==> src/hdl/spp_pkg.sv <==
// spp_pkg: shared constants for the serial pause link (device end and master end)
// assumes both ends run on their own 10 MHz system clock
package spp_pkg;
  localparam int unsigned SPP_SYS_CLK_HZ   = 10_000_000;
  localparam int unsigned SPP_WORD_BITS    = 8;
  localparam int unsigned SPP_SCK_HALF_DIV = 4;
  localparam logic [7:0]  SPP_RESET_BYTE   = 8'h00;
  localparam logic [7:0]  SPP_IDLE_TX      = 8'hFF;
endpackage

==> src/hdl/spp_if.sv <==
// spp_if: serial link wires between the master end and the device end
// resolves the shared data-out wire here from the enable, reading high when released
`timescale 1ns/1ps
interface spp_if;
  logic sck;
  logic cs_n;
  logic pause_n;
  logic mosi;
  logic miso_o;
  logic miso_oe;
  logic miso;
  assign miso = miso_oe ? miso_o : 1'b1;
  modport dev (input sck, input cs_n, input pause_n, input mosi, output miso_o, output miso_oe);
  modport mst (output sck, output cs_n, output pause_n, output mosi, input miso);
endinterface

==> src/hdl/spp_device.sv <==
// spp_device: slave end of the serial link with pause support, plus its pin synchroniser
// assumes link pins are asynchronous to clk_sys_in and are synchronised here
`timescale 1ns/1ps
module spp_device
  import spp_pkg::*;
#(
  parameter int unsigned WORD_BITS = SPP_WORD_BITS
)(
  input  wire logic                 clk_sys_in,
  input  wire logic                 rst_n_in,
  spp_if.dev                        link,
  input  wire logic [WORD_BITS-1:0] tx_byte_in,
  output logic      [WORD_BITS-1:0] rx_byte_out,
  output logic                      rx_valid_out,
  output logic                      paused_out,
  output logic                      active_out
);
  localparam int CW = $clog2(WORD_BITS);
  // synchroniser lanes, high to low: clock, select, pause, data
  localparam int unsigned NPIN    = 4;
  // idle levels of the lanes: clock low, select and pause high, data low
  localparam logic [3:0]  PIN_RST = 4'h6;

  typedef struct packed {
    logic                 sck_q;
    logic                 paused;
    logic                 active;
    logic [CW-1:0]        bit_cnt;
    logic [WORD_BITS-1:0] rx_sh;
    logic [WORD_BITS-1:0] tx_sh;
    logic [WORD_BITS-1:0] rx_byte;
    logic                 rx_valid;
    logic                 miso;
    logic                 miso_oe;
  } spp_dev_t;

  spp_dev_t             st_r;
  spp_dev_t             st_nxt;
  logic     [NPIN-1:0]  pins_s;
  logic                 sck;
  logic                 cs_n;
  logic                 pse_n;
  logic                 mosi;
  logic                 rise;
  logic                 fall;
  logic                 selected;
  logic                 pause_set;
  logic                 pause_clr;
  logic                 drop;
  logic                 run;
  logic [WORD_BITS-1:0] rx_new;

  // every link pin crosses into clk_sys_in here before any logic reads it
  spp_sync2 #(
    .WIDTH   (NPIN),
    .RST_VAL (PIN_RST)
  ) spp_sync2_i (
    .clk_sys_in (clk_sys_in),
    .rst_n_in   (rst_n_in),
    .d_in       ({link.sck, link.cs_n, link.pause_n, link.mosi}),
    .q_out      (pins_s)
  );

  assign sck       = pins_s[3];
  assign cs_n      = pins_s[2];
  assign pse_n     = pins_s[1];
  assign mosi      = pins_s[0];
  assign rise      = sck & ~st_r.sck_q;
  assign fall      = ~sck & st_r.sck_q;
  assign selected  = ~cs_n;
  // pause changes only while selected with the clock low, so no edge is half taken
  assign pause_set = selected & ~sck & ~pse_n & st_r.active;
  assign pause_clr = selected & ~sck & pse_n;
  // a deselect ends the transaction only when it is not paused
  assign drop      = cs_n & ~st_r.paused;
  // shifting runs only while selected, not paused and with pause input high
  assign run       = selected & ~st_r.paused & pse_n;
  assign rx_new    = {st_r.rx_sh[WORD_BITS-2:0], mosi};

  always_comb
  begin
    st_nxt          = st_r;
    // edges keep being tracked in pause, so none is replayed after release
    st_nxt.sck_q    = sck;
    st_nxt.rx_valid = 1'b0;
    if (pause_set)
      st_nxt.paused = 1'b1;
    else if (pause_clr)
      st_nxt.paused = 1'b0;
    if (drop)
    begin
      st_nxt.active  = 1'b0;
      st_nxt.bit_cnt = '0;
      st_nxt.rx_sh   = SPP_RESET_BYTE;
    end
    else if (run)
    begin
      if (!st_r.active)
      begin
        st_nxt.active = 1'b1;
        st_nxt.tx_sh  = tx_byte_in;
        st_nxt.miso   = tx_byte_in[WORD_BITS-1];
      end
      if (rise)
      begin
        st_nxt.rx_sh = rx_new;
        if (st_r.bit_cnt == CW'(WORD_BITS-1))
        begin
          st_nxt.bit_cnt  = '0;
          st_nxt.rx_byte  = rx_new;
          st_nxt.rx_valid = 1'b1;
        end
        else
          st_nxt.bit_cnt = st_r.bit_cnt + 1'b1;
      end
      if (fall && st_r.active)
      begin
        if (st_r.bit_cnt == '0)
        begin
          st_nxt.tx_sh = tx_byte_in;
          st_nxt.miso  = tx_byte_in[WORD_BITS-1];
        end
        else
        begin
          st_nxt.tx_sh = {st_r.tx_sh[WORD_BITS-2:0], 1'b1};
          st_nxt.miso  = st_r.tx_sh[WORD_BITS-2];
        end
      end
    end
    // while paused neither the drop nor the run branch above fires: counter and shifters hold
    // enable is registered and drops in the same edge as pause is taken
    st_nxt.miso_oe = selected & ~st_nxt.paused;
  end

  always_ff @(posedge clk_sys_in or negedge rst_n_in)
  begin
    if (!rst_n_in)
    begin
      st_r         <= '0;
      st_r.rx_sh   <= SPP_RESET_BYTE;
      st_r.tx_sh   <= SPP_IDLE_TX;
      st_r.rx_byte <= SPP_RESET_BYTE;
      st_r.miso    <= 1'b1;
    end
    else
      st_r <= st_nxt;
  end

  // the shared data wire reads released whenever the enable is low
  assign link.miso_o  = st_r.miso;
  assign link.miso_oe = st_r.miso_oe;
  assign rx_byte_out  = st_r.rx_byte;
  assign rx_valid_out = st_r.rx_valid;
  assign paused_out   = st_r.paused;
  assign active_out   = st_r.active;
endmodule

// spp_sync2: two flip-flops per lane for pins from outside the clock domain
module spp_sync2
  import spp_pkg::*;
#(
  parameter int unsigned      WIDTH   = 1,
  parameter logic [WIDTH-1:0] RST_VAL = '0
)(
  input  wire logic             clk_sys_in,
  input  wire logic             rst_n_in,
  input  wire logic [WIDTH-1:0] d_in,
  output logic      [WIDTH-1:0] q_out
);
  typedef struct packed {
    logic [WIDTH-1:0] meta;
    logic [WIDTH-1:0] sync;
  } spp_sync_t;

  spp_sync_t st_r;
  spp_sync_t st_nxt;

  // the first stage may go metastable, so only the second is read outside
  always_comb
  begin
    st_nxt      = st_r;
    st_nxt.meta = d_in;
    st_nxt.sync = st_r.meta;
  end

  always_ff @(posedge clk_sys_in or negedge rst_n_in)
  begin
    if (!rst_n_in)
    begin
      st_r.meta <= RST_VAL;
      st_r.sync <= RST_VAL;
    end
    else
      st_r <= st_nxt;
  end

  assign q_out = st_r.sync;
endmodule

==> src/flat_wrapper.sv <==
// flat-port wrapper written by rule: the top's interface ports become plain ports
module spp_device_flat import spp_pkg::*;
#(
  parameter int unsigned WORD_BITS = SPP_WORD_BITS
)
  (clk_sys_in, rst_n_in, tx_byte_in, rx_byte_out, rx_valid_out, paused_out, active_out, link_sck, link_cs_n, link_pause_n, link_mosi, link_miso_o, link_miso_oe);
  spp_if link_i ();
  input  wire logic clk_sys_in;
  input  wire logic rst_n_in;
  input  wire logic [WORD_BITS-1:0] tx_byte_in;
  output logic      [WORD_BITS-1:0] rx_byte_out;
  output logic rx_valid_out;
  output logic paused_out;
  output logic active_out;
  input wire logic [$bits(link_i.sck)-1:0] link_sck;
  input wire logic [$bits(link_i.cs_n)-1:0] link_cs_n;
  input wire logic [$bits(link_i.pause_n)-1:0] link_pause_n;
  input wire logic [$bits(link_i.mosi)-1:0] link_mosi;
  output wire logic [$bits(link_i.miso_o)-1:0] link_miso_o;
  output wire logic [$bits(link_i.miso_oe)-1:0] link_miso_oe;
  assign link_i.sck = link_sck;
  assign link_i.cs_n = link_cs_n;
  assign link_i.pause_n = link_pause_n;
  assign link_i.mosi = link_mosi;
  assign link_miso_o = link_i.miso_o;
  assign link_miso_oe = link_i.miso_oe;
  spp_device #(.WORD_BITS(WORD_BITS)) u_core (.clk_sys_in(clk_sys_in), .rst_n_in(rst_n_in), .link(link_i), .tx_byte_in(tx_byte_in), .rx_byte_out(rx_byte_out), .rx_valid_out(rx_valid_out), .paused_out(paused_out), .active_out(active_out));
endmodule
==> config.mk <==
export PLATFORM = sky130hd
export DESIGN_NAME = spp_device_flat
export DESIGN_NICKNAME = d
export VERILOG_FILES = /design/src/hdl/spp_pkg.sv /design/src/hdl/spp_if.sv /design/src/hdl/spp_device.sv /design/src/flat_wrapper.sv
export SDC_FILE = /design/constraint.sdc
export NUM_CORES = 1
export LEC_CHECK = 0
export BUFFER_PORTS_ARGS = -buffer_cell sky130_fd_sc_hd__buf_2
export CORE_UTILIZATION = 28
export CTS_CLUSTER_DIAMETER = 40
export DETAILED_ROUTE_END_ITERATION = 10
export PLACE_DENSITY = 0.43
export SYNTH_ARGS = -nofsm -noshare
export SYNTH_HDL_FRONTEND = slang
export SYNTH_SLANG_ARGS = --single-unit
==> constraint.sdc <==
create_clock -name clk_sys_in -period 1.7 [get_ports clk_sys_in]
set_clock_uncertainty 0.15 [all_clocks]
set_input_delay 0.17 -clock clk_sys_in [delete_from_list [all_inputs] [get_ports clk_sys_in]]
set_output_delay 0.17 -clock clk_sys_in [all_outputs]
set_load 0.05 [all_outputs]
==> flow_summary.ini <==
[run_status]
outcome = complete, no violations

[synthesis]
yosysWarnings = 0
ys_seq_elements = 39
synthMuxAreaShare_pct = 9.60
synth_area_mm2 = 0.00167
synth_cell_type_count = 26
synth_top_family_by_area = simple AND/OR/NAND/NOR gates
synth-simple-area-share_pct = 11.1
syn_inst = 135
synth_adder_area_share_pct = 3.00
synth_seq_area_share_pct = 59.4
syn-num-nets = 153
synth_compound_area_share_pct = 10.4
synth_xor_area_share_pct = 0
syn_avg_cell_area_um2 = 12.4

[power]
clkPwrFrac_pct = 24.6
combPwrFrac_pct = 23.2
power_density_mw_per_mm2 = 1170
power_switching_w = 0.000740
ir_worst_vdd_uv = 555
swShare_pct = 31.3
leakagePower_nw = 0.925
power.total_w = 0.00236
seqPwrFrac_pct = 52.2
internal_power_w = 0.00162

[worst_setup_path]
critPathKind = flop to flop
end_kind = flop
crit_start = u_core.spp_sync2_i.q_out[1]
worst_ep_arrival_time_ns = 1.70
reg2reg_slack_ns = 0.02
r2r-start = u_core.spp_sync2_i.q_out[1]
worst_setup_path_start_kind = flop
critical_path.max_fanout = 9
required_ns = 1.71

[global_routing]
grt_overflow_total = 0
grt_max_degree = 22
grt_pass1_vias = 1049
track_usage_pct = 9.74
grt_pass1_wl_mm = 4.66
antenna_found_initial = 0

[route]
route.vias.total = 1014
finalWirelength_mm = 2.72
wl_per_cell_um = 11.4
first_iter_violations = 38
antenna_left = 0
vias_per_cell = 4.24
drc_errors = 0
drtPass1Iterations = 2

[place]
place_area_mm2 = 0.00188
gp_congestion = 0.723
io_buffers = 26
dpl.hpwl_mm = 1.94

[layout]
layout-drive-gt1-share_pct = 40.1
nNetsFinal = 184
postLayoutCoreUtil_pct = 35.9
diodes = 0
area_growth_pct = 21.3
final_common_cell = buf_2
layout_common_cells = 26 x buf_2, 25 x dfrtp_1, 17 x nand2_1, 12 x dfstp_2, 10 x nor2_1
fin_area_mm2 = 0.00202

[floorplan]
core_mm2 = 0.00564
rows = 27
io_pins = 27
die_w_um = 79.2
initial_core_util_pct = 29.6
dieArea_mm2 = 0.00627
die_h_um = 79.2

[sta]
slew_headroom_pct = 69.6
finalCritPeriodShare_pct = 99.1
worst_slew_pin_slew_ns = 0.457
final_hold_viol_count = 0
period_needed_ns = 1.68
slew_viol_final = 0
setup_viol = 0
max_freq_ghz = 0.594
rsz0062_at_grt = yes

[cts]
cts_tree = yes
htreeDepth = 2
clkLatencyLatePin_ns = 0.28
cts.clk_slew.worst_paths_ns = 0.07
ctsLongestPathBuffers = 2
cts_sinks = 39
cts_buffers = 5
post-cts-setup-buffer-count = 0
cts_root_buf = clkbuf_8

[worst_hold_path]
min_from = tx_byte_in[0]
hold_class = input port to flop

[job]
maxCapViolCount = 0
flip-flops by register name (all words and copies together) (netlist names), 4 cells and up:
name,flops
u_core.rx_byte_out,8
u_core.spp_sync2_i.q_out,4
u_core.st_r,11
u_core.spp_sync2_i.st_nxt,4
u_core.rx_new,7
repair_timing:
| item | in CTS | in global routing |
|---|---|---|
| resized for setup | 2 | 1 |
| endpoints found under the setup margin | 8 | 16 |
| hold buffers | 5 | 0 |
| cloned | 0 | 0 |
| hold endpoints to repair | 13 | 0 |
per-layer routing:
layer | up-vias | track usage [%] | share of wire, %
met3 | 5 | 3.22 | 5.3
li1 | 504 | - | -
met4 | 0 | 4.36 | 1.4
met2 | 22 | 15.9 | 47
met5 | - | 0 | 0
met1 | 483 | 11.6 | 46
synth_stat cells:
cell type	count	share of area (%)
a21oi_1	4	1.2
dfstp_2	12	19
a21o_1	1	0.45
inv_1	4	0.90
nand2_1	17	3.8
a21boi_4	1	1.1
dfrtp_1	27	40
ha_1	4	3.0
a21oi_2	7	3.7
mux2_1	8	5.4
and3b_1	1	0.52
and4b_1	1	0.60
buf_4	9	4.0
o21ai_1	9	2.7
o21ai_0	1	0.30
a21oi_4	1	0.97
nor2_1	10	2.2
nand2b_1	1	0.38
mux2i_1	7	4.2
nor3b_2	1	0.75
nor3b_1	1	0.45
nor4b_2	1	0.90
or3b_1	1	0.52
buf_6	1	0.67
nand3b_1	2	0.90
buf_2	3	0.90
area by class of cell:
class | count | area, µm²
Fill cell | 576 | 3620
Timing Repair Buffer | 37 | 267
Tap cell | 72 | 90.1
Inverter | 4 | 15.0
Sequential cell | 39 | 993
Clock buffer | 5 | 68.8
Multi-Input combinational cell | 79 | 576
Clock inverter | 3 | 15.0
critical path, stage by stage, from the launching register on:
cell and delay (ns):
dfstp_2 0.55, nor3b_2 0.17, and4b_1 0.23, buf_6 0.15
mux2_1 0.33
worst paths after layout:
| check | end | cells past startpoint |
|---|---|---|
| max | u_core.rx_byte_out[4] | 4 |
| min | u_core.st_r[11] | 3 |
| max reg2reg | u_core.rx_byte_out[4] | 4 |
| min reg2reg | u_core.spp_sync2_i.q_out[0] | 0 |
| max in group asynchronous | u_core.st_r[16] | 3 |
| min in group asynchronous | u_core.link.miso_oe | 2 |
metrics by stage:
step | hold WS (ns) | setup WS, ns | cells | setup TNS, ns
3_5_place_dp | -0.000709 | -0.00920 | 226 | -0.0285
3_3_place_gp | 0.000379 | 0.0137 | 226 | 0
6_report | 0.00462 | 0.0160 | 239 | 0
4_1_cts | 0.00334 | 0.00296 | 239 | 0
2_1_floorplan | -0.276 | 0.0362 | 135 | 0
5_1_grt | 0.00378 | -0.0846 | 239 | -0.873
power by group through the flow:
| stage | logic, W | clock network [W] | registers (W) |
|---|---|---|---|
| floorplan | 0.000266 | 0 | 0.00135 |
| global route | 0.000601 | 0.000663 | 0.00126 |
| CTS | 0.000558 | 0.000618 | 0.00123 |
| detailed placement | 0.000551 | 0 | 0.00125 |
| global placement | 0.000540 | 0 | 0.00124 |
| finish | 0.000549 | 0.000582 | 0.00123 |
cell families after synthesis:
kind of cell | Yosys count
DFF | 39
and+or+nand+nor | 36
AOI/OAI and AO/OA | 24
buffers and inverters | 17
muxes | 15
adders and majority gates | 4
(Power assumes the default switching activity.)
